<file path="src/dts_pkg.sv">
// Package for the debug trigger and run status block.
// Assumes a 32-bit Avalon-MM slave port with 8-bit registers in the low byte lane.
package dts_pkg;
  // Register byte offsets
  localparam logic [4:0] OFS_TRIG_CFG = 5'h00;
  localparam logic [4:0] OFS_RUN_STAT = 5'h04;
  localparam logic [4:0] OFS_CTRL = 5'h08;
  localparam logic [4:0] OFS_FIFO_HI = 5'h0c;
  localparam logic [4:0] OFS_FIFO_LO = 5'h10;
  localparam logic [4:0] OFS_IRQ_STAT = 5'h14;
  localparam logic [4:0] OFS_IRQ_MASK = 5'h18;
  // Field positions
  localparam int CFG_QUAL_BIT = 7;
  localparam int CFG_BEGIN_BIT = 6;
  localparam int STAT_AF_BIT = 7;
  localparam int STAT_BF_BIT = 6;
  localparam int STAT_ARMED_STATUS_FLAG_BIT = 5;
  localparam int CTRL_EN_BIT = 7;
  localparam int CTRL_ARM_BIT = 6;
  localparam int IRQ_DONE_BIT = 0;
  localparam int IRQ_TRIG_BIT = 1;
  // Writable config bits: 4 and 5 are hard-wired low
  localparam logic [7:0] CFG_WMASK = 8'hcf;
  // Reset values
  localparam logic [7:0] CFG_RST = 8'h00;
  localparam logic [5:0] CTRL_LOW_RST = 6'h00;
  localparam logic [1:0] IRQ_RST = 2'h0;
  // Trace storage geometry
  localparam int FIFO_DEPTH = 8;
  localparam logic [3:0] FIFO_FULL_CNT = 4'h8;
  // Trigger mode codes
  localparam logic [3:0] MODE_A_ONLY = 4'h0;
  localparam logic [3:0] MODE_A_OR_B = 4'h1;
  localparam logic [3:0] MODE_A_THEN_B = 4'h2;
  localparam logic [3:0] MODE_EVT_B = 4'h3;
  localparam logic [3:0] MODE_A_THEN_EVT_B = 4'h4;
  localparam logic [3:0] MODE_A_AND_B = 4'h5;
  localparam logic [3:0] MODE_A_NOT_B = 4'h6;
  localparam logic [3:0] MODE_INSIDE = 4'h7;
  localparam logic [3:0] MODE_OUTSIDE = 4'h8;
  // Run sequencing states
  typedef enum logic [1:0] {ST_IDLE, ST_WAIT, ST_FILL, ST_CIRC} dts_state_t;
  // Event-only modes store one byte per event and always begin-trace
  function automatic logic dts_event_only(input logic [3:0] m);
    return (m == MODE_EVT_B) || (m == MODE_A_THEN_EVT_B);
  endfunction : dts_event_only
endpackage : dts_pkg

</file>
<file path="src/dts_trig_if.sv">
// Interface between run control and the trigger evaluator.
// Assumes both ends run on core_clk.
`timescale 1ns/1ps
interface dts_trig_if;
  logic [3:0] mode; // Trigger mode field
  logic qual; // Opcode qualification select
  logic a_raw; // Comparator A hit
  logic b_raw; // Comparator B hit
  logic a_exec; // Opcode at A executed
  logic b_exec; // Opcode at B executed
  logic bus_valid; // CPU bus access this cycle
  logic [15:0] addr; // CPU bus address
  logic [15:0] cmp_a; // Comparator A value
  logic [15:0] cmp_b; // Comparator B value
  logic run_start; // A run begins
  logic armed; // Run in progress
  logic qa; // Qualified A match
  logic qb; // Qualified B match
  logic trig; // Trigger event
  logic a_seen; // A matched in this run
  modport ctrl (output mode, qual, a_raw, b_raw, a_exec, b_exec, bus_valid, addr,
    cmp_a, cmp_b, run_start, armed, input qa, qb, trig, a_seen);
  modport eval (input mode, qual, a_raw, b_raw, a_exec, b_exec, bus_valid, addr,
    cmp_a, cmp_b, run_start, armed, output qa, qb, trig, a_seen);
endinterface : dts_trig_if

</file>
<file path="src/dts_trig_eval.sv">
// Trigger evaluator: qualifies comparator hits and decodes the trigger mode.
// Assumes comparator hits and opcode confirmations are synchronous to core_clk.
`timescale 1ns/1ps
module dts_trig_eval (
  // Clock and reset
  input wire logic core_clk,
  input wire logic srst,
  // Trigger link
  dts_trig_if.eval t
);
  import dts_pkg::*;
  // Qualified matches: tag type waits for execution, force type does not
  wire qa_w = t.qual ? t.a_exec : t.a_raw; // RULE2
  wire qb_w = t.qual ? t.b_exec : t.b_raw; // RULE2
  // Sequential modes need A first
  wire seq_mode = (t.mode == MODE_A_THEN_B) || (t.mode == MODE_A_THEN_EVT_B);
  wire b_eff = seq_mode ? (qb_w & t.a_seen) : qb_w; // RULE18
  // Range compares only count on a real bus cycle
  wire in_rng = t.bus_valid && (t.addr >= t.cmp_a) && (t.addr <= t.cmp_b);
  wire out_rng = t.bus_valid && ((t.addr < t.cmp_a) || (t.addr > t.cmp_b));
  logic a_seen_q;
  logic trig_w;
  // Mode decode
  always_comb begin
    case (t.mode) // RULE5
      MODE_A_ONLY: trig_w = qa_w;
      MODE_A_OR_B: trig_w = qa_w | qb_w;
      MODE_A_THEN_B: trig_w = b_eff;
      MODE_EVT_B: trig_w = qb_w;
      MODE_A_THEN_EVT_B: trig_w = b_eff;
      MODE_A_AND_B: trig_w = qa_w & qb_w;
      MODE_A_NOT_B: trig_w = qa_w & ~qb_w;
      MODE_INSIDE: trig_w = in_rng; // RULE6
      MODE_OUTSIDE: trig_w = out_rng; // RULE6
      default: trig_w = 1'b0;
    endcase
  end
  // Remember an A match for the sequential modes; cleared per run
  always_ff @(posedge core_clk) begin
    if (srst || t.run_start) begin
      a_seen_q <= 1'b0;
    end else if (t.armed && qa_w) begin
      a_seen_q <= 1'b1; // RULE18
    end
  end
  assign t.qa = qa_w;
  assign t.qb = b_eff;
  assign t.trig = trig_w;
  assign t.a_seen = a_seen_q;
endmodule : dts_trig_eval

</file>
<file path="src/dts_trace_ctrl.sv">
// Debug trace trigger, run control, status and trace FIFO, Avalon-MM slave.
// Assumes all bus-monitor inputs come from logic on core_clk.
// Functional notes
// RULE1 - Config writable only unarmed; bits 4,5 zero
// RULE2 - Tag type needs executed opcode to trigger
// RULE3 - Begin bit selects end or begin trace
// RULE4 - Event-only modes always run as begin trace
// RULE5 - Mode field decodes nine trigger modes
// RULE6 - Modes 7, 8 compare address range
// RULE7 - Status register ignores writes
// RULE8 - A flag cleared at start, set on A
// RULE9 - B flag cleared at start, set on B
// RULE10 - Armed flag mirrors arm while enabled
// RULE11 - Run ends on full or end trigger
// RULE12 - Writing zero arm or enable stops run
// RULE13 - Valid count cleared at start, holds words
// RULE14 - Reading FIFO never decrements valid count
// RULE15 - Host tracks its own FIFO read count
// RULE16 - High read holds, low read advances FIFO
// RULE17 - Event-only stores low byte, high reads zero
// RULE18 - Sequential B counts only after A
// RULE19 - FIFO holds eight words, full at eight
`timescale 1ns/1ps
module dts_trace_ctrl (
  // Clock and reset
  input wire logic core_clk,
  input wire logic srst,
  // Avalon-MM slave
  input wire logic [4:0] avs_address,
  input wire logic avs_read,
  input wire logic avs_write,
  input wire logic [31:0] avs_writedata,
  input wire logic [3:0] avs_byteenable,
  output logic [31:0] avs_readdata,
  output logic avs_waitrequest,
  // CPU bus monitor
  input wire logic bus_valid,
  input wire logic [15:0] bus_addr,
  input wire logic [15:0] cmp_a_addr,
  input wire logic [15:0] cmp_b_addr,
  input wire logic cmp_a_hit,
  input wire logic cmp_b_hit,
  input wire logic opc_a_exec,
  input wire logic opc_b_exec,
  // Capture data
  input wire logic cap_valid,
  input wire logic [15:0] cap_data,
  // Status outputs
  output logic trace_armed,
  output logic irq
);
  import dts_pkg::*;
  dts_trig_if tif ();
  dts_trig_eval u_eval (
    .core_clk(core_clk),
    .srst(srst),
    .t(tif)
  );
  // Registers
  logic [7:0] trace_trigger_config; // Mode, begin and qualify
  logic trace_module_enable; // Module enable
  logic [5:0] ctrl_low; // Break and R/W options, stored only
  dts_state_t state; // Run sequencing
  logic match_a_flag;
  logic match_b_flag;
  logic [3:0] valid_word_count;
  logic [2:0] wr_ptr; // Next slot to write
  logic [2:0] rd_ptr; // Next word to read out
  logic [15:0] fifo_mem [FIFO_DEPTH]; // Trace words
  logic [1:0] irq_stat; // Sticky events
  logic [1:0] irq_mask;
  // Bus handshake: one wait cycle, then a one-cycle acknowledge
  wire req = avs_read | avs_write;
  wire commit = req & ~avs_waitrequest;
  wire wr_go = commit & avs_write & avs_byteenable[0];
  wire rd_go = commit & avs_read;
  wire wr_cfg = wr_go && avs_address == OFS_TRIG_CFG;
  wire wr_ctrl = wr_go && avs_address == OFS_CTRL;
  wire wr_istat = wr_go && avs_address == OFS_IRQ_STAT;
  wire wr_imask = wr_go && avs_address == OFS_IRQ_MASK;
  wire rd_lo = rd_go && avs_address == OFS_FIFO_LO;
  // Configuration fields
  wire [3:0] mode = trace_trigger_config[3:0];
  wire ev_only = dts_event_only(mode);
  wire begin_eff = trace_trigger_config[CFG_BEGIN_BIT] | ev_only; // RULE4
  wire armed = state != ST_IDLE;
  // Software run control
  wire new_en = avs_writedata[CTRL_EN_BIT];
  wire new_arm = avs_writedata[CTRL_ARM_BIT];
  wire run_start = wr_ctrl & new_en & new_arm & ~armed; // RULE10
  wire sw_stop = wr_ctrl & armed & ~(new_en & new_arm); // RULE12
  // Store strobe per state
  wire store = (state == ST_CIRC && cap_valid) ||
    (state == ST_FILL && (ev_only ? tif.trig : cap_valid)); // RULE3
  wire [15:0] store_word = ev_only ? {8'h00, cap_data[7:0]} : cap_data; // RULE17
  wire [2:0] next_wr = store ? wr_ptr + 3'h1 : wr_ptr;
  wire [3:0] next_cnt = (store && valid_word_count != FIFO_FULL_CNT) ?
    valid_word_count + 4'h1 : valid_word_count;
  // Hardware run end
  wire full_end = state == ST_FILL && next_cnt == FIFO_FULL_CNT; // RULE11 RULE19
  wire trig_end = state == ST_CIRC && tif.trig; // RULE11
  wire hw_end = full_end | trig_end;
  wire run_end = armed & (hw_end | sw_stop);
  // Oldest word after a wrapped end trace sits at the write pointer
  wire [2:0] end_rd = (state == ST_CIRC && next_cnt == FIFO_FULL_CNT) ? next_wr : 3'h0;
  wire [1:0] irq_ev = {armed & tif.trig, run_end};
  wire [7:0] stat_val = {match_a_flag, match_b_flag, armed, 1'b0, valid_word_count};
  wire [15:0] rd_word = fifo_mem[rd_ptr];
  // Read multiplexer; unmapped offsets read zero
  logic [7:0] rd_byte;
  always_comb begin
    case (avs_address)
      OFS_TRIG_CFG: rd_byte = trace_trigger_config & CFG_WMASK; // RULE1
      OFS_RUN_STAT: rd_byte = stat_val;
      OFS_CTRL: rd_byte = {trace_module_enable, armed, ctrl_low};
      OFS_FIFO_HI: rd_byte = rd_word[15:8]; // RULE17
      OFS_FIFO_LO: rd_byte = rd_word[7:0];
      OFS_IRQ_STAT: rd_byte = {6'h00, irq_stat};
      OFS_IRQ_MASK: rd_byte = {6'h00, irq_mask};
      default: rd_byte = 8'h00;
    endcase
  end
  // Trigger evaluator hookup
  assign tif.mode = mode;
  assign tif.qual = trace_trigger_config[CFG_QUAL_BIT];
  assign tif.a_raw = cmp_a_hit;
  assign tif.b_raw = cmp_b_hit;
  assign tif.a_exec = opc_a_exec;
  assign tif.b_exec = opc_b_exec;
  assign tif.bus_valid = bus_valid;
  assign tif.addr = bus_addr;
  assign tif.cmp_a = cmp_a_addr;
  assign tif.cmp_b = cmp_b_addr;
  assign tif.run_start = run_start;
  assign tif.armed = armed;
  // Bus slave: waitrequest drops for one cycle, readdata loaded with it
  always_ff @(posedge core_clk) begin
    if (srst) begin
      avs_waitrequest <= 1'b1;
      avs_readdata <= 32'h0000_0000;
    end else begin
      avs_waitrequest <= ~(req & avs_waitrequest);
      if (avs_read && avs_waitrequest) begin
        avs_readdata <= {24'h00_0000, rd_byte};
      end
    end
  end
  // Trigger configuration; locked while armed, status has no write path
  always_ff @(posedge core_clk) begin
    if (srst) begin
      trace_trigger_config <= CFG_RST;
    end else if (wr_cfg && !armed) begin
      trace_trigger_config <= avs_writedata[7:0] & CFG_WMASK; // RULE1 RULE7
    end
  end
  // Control register: enable and stored options; arm lives in the state
  always_ff @(posedge core_clk) begin
    if (srst) begin
      trace_module_enable <= 1'b0;
      ctrl_low <= CTRL_LOW_RST;
    end else if (wr_ctrl) begin
      trace_module_enable <= new_en;
      ctrl_low <= avs_writedata[5:0];
    end
  end
  // Run sequencer
  always_ff @(posedge core_clk) begin
    if (srst) begin
      state <= ST_IDLE;
    end else if (run_start) begin
      if (ev_only) begin
        state <= ST_FILL; // RULE4
      end else if (begin_eff) begin
        state <= ST_WAIT; // RULE3
      end else begin
        state <= ST_CIRC; // RULE3
      end
    end else if (run_end) begin
      state <= ST_IDLE; // RULE11 RULE12
    end else if (state == ST_WAIT && tif.trig) begin
      state <= ST_FILL; // RULE3
    end
  end
  // Match flags; a new run clears them
  always_ff @(posedge core_clk) begin
    if (srst || run_start) begin
      match_a_flag <= 1'b0;
      match_b_flag <= 1'b0;
    end else if (armed) begin
      match_a_flag <= match_a_flag | tif.qa; // RULE8
      match_b_flag <= match_b_flag | tif.qb; // RULE9
    end
  end
  // Count and pointers; reads move only the read pointer
  always_ff @(posedge core_clk) begin
    if (srst || run_start) begin
      valid_word_count <= 4'h0; // RULE13
      wr_ptr <= 3'h0;
      rd_ptr <= 3'h0;
    end else if (armed) begin
      valid_word_count <= next_cnt; // RULE13 RULE14
      wr_ptr <= next_wr;
      if (run_end) begin
        rd_ptr <= end_rd;
      end
    end else if (rd_lo) begin
      rd_ptr <= rd_ptr + 3'h1; // RULE16
    end
  end
  // Trace storage, no reset needed for data
  always_ff @(posedge core_clk) begin
    if (store) begin
      fifo_mem[wr_ptr] <= store_word; // RULE17
    end
  end
  // Interrupt status: set wins over write-one-to-clear
  always_ff @(posedge core_clk) begin
    if (srst) begin
      irq_stat <= IRQ_RST;
      irq_mask <= IRQ_RST;
      irq <= 1'b0;
      trace_armed <= 1'b0;
    end else begin
      irq_stat <= (irq_stat & ~(wr_istat ? avs_writedata[1:0] : 2'h0)) | irq_ev;
      if (wr_imask) begin
        irq_mask <= avs_writedata[1:0];
      end
      irq <= |(irq_stat & irq_mask);
      trace_armed <= armed; // RULE10
    end
  end
endmodule : dts_trace_ctrl

</file>
<file path="config.mk">
export PLATFORM = sky130hd
export DESIGN_NAME = dts_trace_ctrl
export DESIGN_NICKNAME = d
export VERILOG_FILES = /design/src/dts_pkg.sv /design/src/dts_trig_if.sv /design/src/dts_trig_eval.sv /design/src/dts_trace_ctrl.sv
export SDC_FILE = /design/constraint.sdc
export NUM_CORES = 1
export LEC_CHECK = 0
export ABC_AREA = 1
export ABC_CLOCK_PERIOD_IN_PS = 3100
export BUFFER_PORTS_ARGS = -buffer_cell sky130_fd_sc_hd__buf_2
export CORE_UTILIZATION = 35
export DETAILED_ROUTE_END_ITERATION = 10
export HOLD_SLACK_MARGIN = 0.03
export PLACE_DENSITY = 0.63
export SLEW_MARGIN = 40
export SYNTH_ARGS = -nofsm -noshare
export SYNTH_HDL_FRONTEND = slang
export SYNTH_SLANG_ARGS = --single-unit
</file>
<file path="constraint.sdc">
create_clock -name core_clk -period 3.1 [get_ports core_clk]
set_input_delay 0.155 -clock core_clk [delete_from_list [all_inputs] [get_ports core_clk]]
set_output_delay 0.155 -clock core_clk [all_outputs]
set_load 0.01 [all_outputs]
</file>
==> out/results.tsv, run 1 <==
stage	metric	value	unit
run_status	outcome	finished, final reports clean	
finish	fin_nets	1121	
route	vias_per_cell	4.81	
route	drc	0	
timing	min_period	2.51	ns
route	drt-pass1-iter-count	4	
clocking	path_clk_slew	0.07	ns
clocking	htreeDepth	4	
worst_setup_path	critPathRequiredTime	3.44	ns
clocking	cts_tree	yes	
finish	synthToLayoutAreaGrowth	19.0	%
synthesis	synthesis.area	0.00844	mm²
placement	dpl_cell_area	0.00931	mm²
floorplan	num_rows	56	
global_routing	antenna_found_initial	1	
pwr	pwr_density_cell	481	mW/mm²
synthesis	synthCells	844	
floorplan	die-area	0.0247	mm²
worst_setup_path	path_max_fanout	11	
floorplan	pin_count	150	
global_routing	grtUsageTotal	0.164	
finish	fill_cells	2251	
floorplan	initial_core_util	0.359	
global_routing	grt_pass1_vias	5778	
worst_setup_path	crit_type	flop to flop	
synthesis	synth_edf_count	128	
pwr	p_leak	4.00	nW
placement	gp_congestion	0.871	
worst_setup_path	end_kind	flop	
worst_hold_path	min_path_type	primary input to flop	
route	drtIter0Drc	431	
finish	stdcell_count	1303	
clocking	cts.path.max_buffers	2	
global_routing	grt_overflow	0	
synthesis	ys_ff_latch	174	
synthesis	synth_area_leaders	edfxtp_1, dfxtp_1, nor2_1	
timing	max_freq	398	MHz
timing	setup_violations	0	
pwr	p_int	3.68	mW
timing	final_hold_viol_count	0	
finish	drive_above_1_share	0.188	
synthesis	ys_types	48	
route	wl_per_cell	15.2	µm
worst_setup_path	cp.arrival	2.85	ns
timing	rsz0062_at_grt	no	
pwr	peakVddDrop	0.000423	V
synthesis	synth_top_area_share	0.455	
placement	io_buffers	98	
timing	worst_pin_slew	0.654	ns
pwr	clkPwrFrac	0.425	
timing	skew	0.0154	ns
pwr	switching_share	0.239	
synthesis	postSynthAreaPerCell	10.0	µm²
clocking	postCtsResizedCells	0	
synthesis	seq_area_frac_synth	0.564	
timing	slew_violations	0	
global_routing	grt_pass1_wl	30000	µm
clocking	cts.sinks	174	
worst_setup_path	startpoint_type	flop	
pwr	power_frac_comb	0.058	
finish	design_area	0.0100	mm²
clocking	clk_latency	0.44	ns
finish	final_cell_mix	nor2_1, edfxtp_1, nand2_1	
timing	finalSetupTns	0	ns
route	vias	6273	
timing	relSlewSlack	0.553	
placement	dpl.hpwl	13200	µm
pwr	p_seq_frac	0.517	
route	routed_wl	19800	µm
synthesis	ys.flop_type	edfxtp_1	
clocking	cts-root-buf	clkbuf_16	
floorplan	die_x	157	µm
synthesis	yosysWarnings	0	
synthesis	async_flop_share	0	
clocking	post_cts_buffers	0	
placement	dp_cells	1253	
global_routing	grt_max_degree	65	
route	ant_nets	0	
clocking	cts_made_buffers	17	
floorplan	core_area	0.0235	mm²
floorplan	die_h	157	µm
synthesis	yosysTopAreaCell	edfxtp_1	
pwr	p_switching	1.15	mW
flow_run	maxCapViolations	0	
timing	finalCritPeriodShare	0.810	
Yosys cell counts, drive strengths merged, types with 11 or more instances:
cell	n
o32ai	11
clkbuf	22
o221ai	22
nor2	132
edfxtp	128
mux2i	21
a21oi	41
o211ai	13
o21ai	57
buf	27
inv	93
nand3	37
ha	36
nand2	115
dfxtp	46
worst paths after layout:
check                                from                      end  slack, ns  cells after the start
hold / removal           avs_writedata[6]  trace_trigger_config[6]       0.06                      3
setup reg to reg  trace_trigger_config[1]                     flop       0.59                     18
hold reg to reg              match_b_flag             match_b_flag       0.45                      2
setup / recovery  trace_trigger_config[1]                     flop       0.59                     18
power by group through the flow:
stage	Combinational, mW	Sequential (mW)	Clock [mW]
after floorplan	0.168	2.55	0
after global placement	0.258	2.55	0
after detailed placement	0.263	2.55	0
after CTS	0.281	2.50	2.07
after global routing	0.321	2.50	2.16
final	0.279	2.50	2.05
per-stage QoR:
step	util	hold WS [ns]	setup WS, ns	power, mW
after global routing	0.427	0.0619	0.291	4.98
after floorplan	-	0.238	0.353	2.72
after CTS	0.427	0.0496	0.542	4.85
final	0.427	0.0641	0.589	4.83
after global placement	0.395	0.374	0.510	2.81
after detailed placement	0.395	0.381	0.454	2.81
layer usage:
layer  GRT usage  up-vias  share of wire
li1            -     3158              -
met1       0.207     2905           0.46
met2       0.276      184           0.46
met3      0.0325       26          0.057
met4      0.0601        0          0.019
met5           0        -              0
logic make-up after synthesis:
group / share of synthesized area
simple gates: 0.159
flops: 0.564
compound gates: 0.118
buf+inv: 0.0762
fa+ha+maj: 0.0534
mux: 0.0249
xor+xnor: 0.00311
other cells: 0.000444
state kept, by name (all words and copies together), names as in the netlist, 2 cells and up, named ones only:
signal,count
wr_ptr,3
fifo_mem,128
irq_mask,2
valid_word_count,4
avs_readdata,8
ctrl_low,6
rd_ptr,3
state,2
trace_trigger_config,6
irq_stat,2
repair_timing:
action                                  CTS  global route
endpoints found under the setup margin    0             0
hold buffers                             17             0
hold endpoints to repair                 73             0
worst max-delay path, stage by stage (launching register included):
cell	delay (ns)
dfxtp_1	0.42
nand2_1	0.12
nor2_1	0.18
a21oi_2	0.07
inv_2	0.25
o21ai_0	0.12
inv_1	0.09
nand2_1	0.07
nand2_2	0.19
nand2_1	0.10
nand2_1	0.10
nand2_2	0.10
nor2_8	0.16
nand4_1	0.09
nand2_1	0.07
inv_1	0.04
nand2_1	0.04
nand2_1	0.06
nor2_1	0.15
cell type report:
cell class,count,area [µm²],area share
Antenna cell,1,2.50,0.000249
Clock buffer,17,425,0.0423
Clock inverter,15,143,0.0142
Inverter,96,362,0.0360
Multi-Input combinational cell,548,3140,0.312
Sequential cell,174,4770,0.475
Tap cell,319,399,0.0397
Timing Repair Buffer,133,808,0.0805
(Power assumes the default switching activity.)
==> run 2: changes to the inputs <==
- ABC_CLOCK_PERIOD_IN_PS: 3100 -> 2200
- PLACE_DENSITY: 0.63 -> 0.65
- clock period: 3.1 -> 2.2 ns (I/O delays scaled with it)
==> out/results.tsv, run 2 (synthesis results as in run 1) <==
stage	metric	value	unit
worst_setup_path	crit_chain	o21ai_4 > nand2_1 > and3_4 > a21oi_2 > nand4_4 > nand2_4 > nand2_4 > nand3_4 > nand2_2 > nor2_4 > nand3_2 > nand2_2 > nand2_4 > nand3_1 > a21oi_2	
worst_setup_path	reg2reg_depth	15	
floorplan	initial_core_util	0.359	
worst_hold_path	whs_path_depth	2	
worst_setup_path	crit_type	flop to flop	
finish	regMostFlops	fifo_mem	
pwr	peakVddDrop	0.000505	V
route	dr_wl_met3	1270	µm
clocking	cts-root-buf	clkbuf_16	
floorplan	num_rows	56	
floorplan	die_x	157	µm
finish	stdcell_count	1328	
worst_setup_path	cp_slowest_cell	dfxtp_4	
global_routing	grt_pass1_vias	6137	
finish	fill_cells	2185	
clocking	clk_latency	0.44	ns
worst_hold_path	min_path_type	primary input to flop	
worst_setup_path	critPathMostFrequentCell	nand2_4	
worst_setup_path	r2r_setup_slack	-0.01	ns
route	wl_per_cell	15.5	µm
route	drt-pass1-iter-count	5	
timing	skew	0.0161	ns
finish	utilization	0.449	
finish	drive_above_1_share	0.235	
route	drtIter0Drc	462	
finish	final_cell_mix	edfxtp_1, nor2_1, buf_2	
route	vias	6532	
timing	worst_pin_slew	0.613	ns
route	wl_met2	9570	µm
clocking	cts_tree	yes	
finish	top_regs	fifo_mem (128), avs_readdata (8)	
pwr	pwr_density_cell	659	mW/mm²
finish	final_common_cell	edfxtp_1	
placement	io_buffers	98	
worst_hold_path	holdPathEnd	avs_readdata[1]	
worst_setup_path	critPathRequiredTime	2.50	ns
run_status	violations	negative setup slack	
route	drc	0	
timing	finalCritPeriodShare	1.01	
global_routing	grt_pass1_wl	31800	µm
finish	num_antenna_cells	0	
floorplan	pin_count	150	
global_routing	antenna_found_initial	2	
worst_hold_path	hold_start	srst	
global_routing	grt_max_degree	43	
worst_setup_path	end_kind	flop	
clocking	htreeDepth	4	
timing	rsz0062_at_grt	yes	
floorplan	core_area	0.0235	mm²
route	highest_layer	met5	
route	vias_per_cell	4.92	
timing	max_freq	451	MHz
placement	dp_cells	1276	
clocking	cts.sinks	174	
worst_setup_path	startpoint_type	flop	
pwr	p_leak	4.19	nW
finish	synthToLayoutAreaGrowth	25.1	%
run_status	outcome	complete, but fails checks	
timing	relSlewSlack	0.581	
floorplan	die_h	157	µm
timing	timing.final.ws_setup	-0.0150	ns
worst_setup_path	cp.arrival	2.52	ns
timing	min_period	2.21	ns
placement	dpl.hpwl	13700	µm
worst_setup_path	path_max_fanout	5	
route	wl_met1	9370	µm
clocking	cts_made_buffers	17	
floorplan	die-area	0.0247	mm²
worst_setup_path	critPathMaxStageDelay	0.37	ns
worst_setup_path	rr_startpoint	trace_trigger_config[7]	
flow_run	maxCapViolations	0	
timing	final_hold_viol_count	0	
timing	setup_violations	5	
route	ant_nets	0	
global_routing	grtUsageTotal	0.170	
placement	gp_congestion	0.874	
finish	largest_reg_flops	128	
clocking	cts.path.max_buffers	2	
finish	fin_nets	1147	
clocking	path_clk_slew	0.07	ns
timing	slew_violations	0	
worst_setup_path	worstReg2RegEnd	state[0]	
global_routing	grt_overflow	0	
route	routed_wl	20600	µm
run 2: cell count changes in the layout (fill, tap and decap cells not counted), moves of 5 or more:
cell     delta
dfxtp_1     -5
buf_12      +9
buf_4      +11
nand2_4     +5
nor2_1      -8
nor2_2      +8
nand2_1     -8
run 2: power by group:
| group | switching (mW) | leakage, nW | internal [mW] |
|---|---|---|---|
| Combinational | 0.241 | 2.38 | 0.172 |
| Clock | 1.41 | 0.288 | 1.62 |
| Sequential | 0.00406 | 1.52 | 3.51 |
| Total | 1.66 | 4.19 | 5.31 |
run 2: timing repair:
item                       CTS  global route
setup buffers                0             1
gates cloned                 0             1
pin swaps                    1             9
hold buffers                18             0
setup endpoints to repair   71            90
resized for setup            5            38
hold endpoints to repair    77             0
run 2: how the worst max path moves through the flow:
stage               cells past startpoint              to                     from  slack [ns]
global route                           15       rd_ptr[1]  trace_trigger_config[7]       -0.21
detailed placement                     20            flop             bus_addr[13]       -0.31
floorplan                              13  fifo_mem[1][0]           cmp_b_addr[15]       -0.11
global placement                       20       rd_ptr[0]             bus_addr[13]       -0.27
CTS                                    18        state[0]  trace_trigger_config[3]       0.005
finish                                 15        state[0]  trace_trigger_config[7]       -0.01
run 2: layout make-up:
type / instances / area (µm²) / share of cell area
Clock inverter: 15 / 171 / 0.0162
Sequential cell: 174 / 4780 / 0.452
Clock buffer: 17 / 425 / 0.0403
Multi-Input combinational cell: 549 / 3300 / 0.313
Timing Repair Buffer: 158 / 1130 / 0.107
Tap cell: 319 / 399 / 0.0378
Inverter: 96 / 362 / 0.0342
run 2: metrics by stage:
stage / area, µm² / hold slack, ns / setup TNS, ns / setup WS (ns) / total power, mW
after floorplan: 8560 / 0.193 / -8.85 / -0.110 / 3.83
after global placement: 9600 / 0.329 / -23.21 / -0.271 / 3.97
after detailed placement: 9600 / 0.339 / -25.46 / -0.311 / 3.97
after CTS: 10400 / 0.0693 / 0 / 0.00453 / 7.00
after global routing: 10600 / 0.0792 / -1.81 / -0.211 / 7.19
final: 10600 / 0.0877 / -0.0302 / -0.0150 / 6.96
run 2: worst max-delay path: cells and delay by family, from the launching register on:
kind	cells	cell delay, ns
AND/OR/NAND/NOR	12	1.27
AO/OA/AOI/OAI	3	0.44
flip-flops	1	0.37
run 2: routing by layer:
layer | GRT usage | vias to the layer above
li1 | - | 3208
met2 | 0.281 | 250
met3 | 0.0281 | 32
met4 | 0.0656 | 2
met1 | 0.223 | 3040
met5 | 0 | -
==> run 3: changes to the inputs <==
- SETUP_SLACK_MARGIN: not set -> 0.2
==> out/results.tsv, run 3 (synthesis results as in run 1) <==
stage	metric	value	unit
route	drc	0	
timing	timing.final.ws_setup	-0.242	ns
pwr	p_seq_frac	0.515	
finish	regMostFlops	fifo_mem	
worst_setup_path	cp_top_family	simple AND/OR/NAND/NOR gates	
finish	largest_reg_flops	128	
timing	max_freq	410	MHz
global_routing	grt_overflow	0	
finish	drive_above_1_share	0.277	
worst_setup_path	cp_num_buf_inv	5	
placement	dpl.hpwl	14300	µm
clocking	cts-root-buf	clkbuf_16	
pwr	p_switching	1.62	mW
timing	final_hold_viol_count	0	
floorplan	initial_core_util	0.359	
worst_setup_path	cp-endpoint	fifo_mem[5][15]	
timing	min_period	2.44	ns
worst_setup_path	crit_cells	14	
finish	register_area	0.00478	mm²
timing	hold_ws	0.0644	ns
clocking	clk_latency	0.43	ns
timing	relSlewSlack	0.551	
worst_setup_path	critPathRequiredTime	2.34	ns
global_routing	met1_usage	0.222	
worst_setup_path	end_kind	flop	
clocking	cts.sinks	174	
timing	setup_violations	74	
global_routing	antenna_found_initial	0	
route	routed_wl	21500	µm
pwr	power_frac_comb	0.064	
clocking	path_clk_slew	0.07	ns
worst_setup_path	cp_slowest_cell	dfxtp_4	
clocking	cts_tree	yes	
timing	finalCritPeriodShare	1.11	
route	drt-pass1-iter-count	5	
clocking	cts.path.max_buffers	2	
floorplan	die_h	157	µm
global_routing	busiest_layer	met2	
floorplan	core_area	0.0235	mm²
global_routing	met3_usage	0.0286	
route	ant_nets	0	
floorplan	die_x	157	µm
pwr	clkPwrFrac	0.421	
timing	rsz0062_at_grt	yes	
finish	num_antenna_cells	0	
pwr	peakVddDrop	0.000552	V
worst_hold_path	min_path_type	primary input to flop	
finish	fin_nets	1185	
route	drtIter0Drc	486	
route	vias	6666	
placement	gp_congestion	0.871	
finish	multiInputGateArea	0.00338	mm²
timing	finalSetupTns	-12.07	ns
finish	top_regs	fifo_mem (128), avs_readdata (8)	
finish	synthToLayoutAreaGrowth	30.9	%
finish	final_common_cell	edfxtp_1	
clocking	htreeDepth	4	
timing	skew	0.0127	ns
pwr	switching_share	0.238	
run_status	violations	negative setup slack	
worst_setup_path	reg2reg_depth	14	
clocking	cts_made_buffers	17	
worst_setup_path	rr_startpoint	trace_trigger_config[7]	
global_routing	grt_pass1_vias	6419	
timing	worst_pin_slew	0.674	ns
route	wl_per_cell	15.7	µm
worst_setup_path	critPathMaxStageDelay	0.37	ns
global_routing	grt_pass1_wl	32400	µm
run_status	outcome	complete, but fails checks	
timing	slew_violations	0	
worst_setup_path	startpoint	trace_trigger_config[7]	
worst_setup_path	path_max_fanout	8	
global_routing	grtUsageTotal	0.174	
worst_setup_path	startpoint_type	flop	
flow_run	maxCapViolations	0	
floorplan	die-area	0.0247	mm²
worst_setup_path	cp.arrival	2.59	ns
worst_setup_path	crit_chain	o21ai_4 > inv_2 > o21ai_1 > and3_1 > a21oi_2 > nand4_2 > buf_6 > nand2_4 > nand2_4 > buf_6 > nand2_8 > buf_12 > nor2_4 > clkbuf_16	
worst_setup_path	worstReg2RegEnd	fifo_mem[5][15]	
pwr	p_int	5.21	mW
pwr	p_leak	4.39	nW
floorplan	num_rows	56	
worst_setup_path	r2r_setup_slack	-0.24	ns
global_routing	met2_usage	0.303	
floorplan	pin_count	150	
route	vias_per_cell	4.88	
finish	final_cell_mix	edfxtp_1, nor2_1, nand2_1, buf_2, inv_1	
placement	io_buffers	98	
global_routing	grt_max_degree	39	
worst_setup_path	crit_type	flop to flop	
pwr	p_total	6.83	mW
finish	fill_cells	2167	
pwr	pwr_density_cell	619	mW/mm²
-- run 3: layout make-up --
class                           count  share of cell area
Clock inverter                     14              0.0129
Tap cell                          319              0.0361
Multi-Input combinational cell    548               0.306
Timing Repair Buffer              197               0.139
Inverter                           96              0.0343
Clock buffer                       18              0.0388
Sequential cell                   174               0.433
-- run 3: repair_timing --
item                       4_1_cts  5_1_grt
cloned                           1        1
hold buffers                    18        0
setup endpoints to repair      124      143
setup buffers                   18        6
pin swaps                       13       10
hold endpoints to repair        76        0
resized for setup               30       22
-- run 3: per-stage QoR --
stage	utilization	cells	instance area [µm²]	setup WS, ns
floorplan	-	867	8750	0.0169
global placement	0.419	1288	9850	-0.479
detailed placement	0.420	1290	9880	-0.467
CTS	0.463	1359	10900	-0.141
global route	0.469	1366	11000	-0.359
finish	0.469	1366	11000	-0.242
-- run 3: layer usage --
| layer | vias up | share of wire |
|---|---|---|
| met1 | 3082 | 0.43 |
| met5 | - | 0 |
| met4 | 0 | 0.013 |
| met2 | 277 | 0.49 |
| li1 | 3281 | - |
| met3 | 26 | 0.070 |
-- run 3: worst reg2reg max path: stages, from the launching register on --
cell	delay, ns
dfxtp_4	0.37
o21ai_4	0.19
inv_2	0.08
o21ai_1	0.10
and3_1	0.20
a21oi_2	0.07
nand4_2	0.13
buf_6	0.12
nand2_4	0.05
nand2_4	0.10
buf_6	0.14
nand2_8	0.07
buf_12	0.14
nor2_4	0.19
clkbuf_16	0.22
-- run 3: worst min-delay path by stage --
stage	startpoint	endpoint	slack [ns]	depth (start not counted)
2_1_floorplan	srst	trace_armed	0.19	1
3_3_place_gp	avs_write	avs_waitrequest	0.33	2
3_5_place_dp	avs_write	avs_waitrequest	0.34	2
4_1_cts	srst	avs_readdata[4]	0.05	2
5_1_grt	srst	avs_readdata[4]	0.06	2
6_report	srst	avs_readdata[5]	0.06	2
-- run 3: power groups by stage --
stage                     Combinational [mW]  Sequential (mW)  Clock (mW)
after detailed placement               0.408             3.59           0
after CTS                              0.438             3.52        2.92
after floorplan                        0.250             3.59           0
final                                  0.438             3.52        2.88
after global placement                 0.401             3.59           0
after global routing                   0.501             3.52        3.04
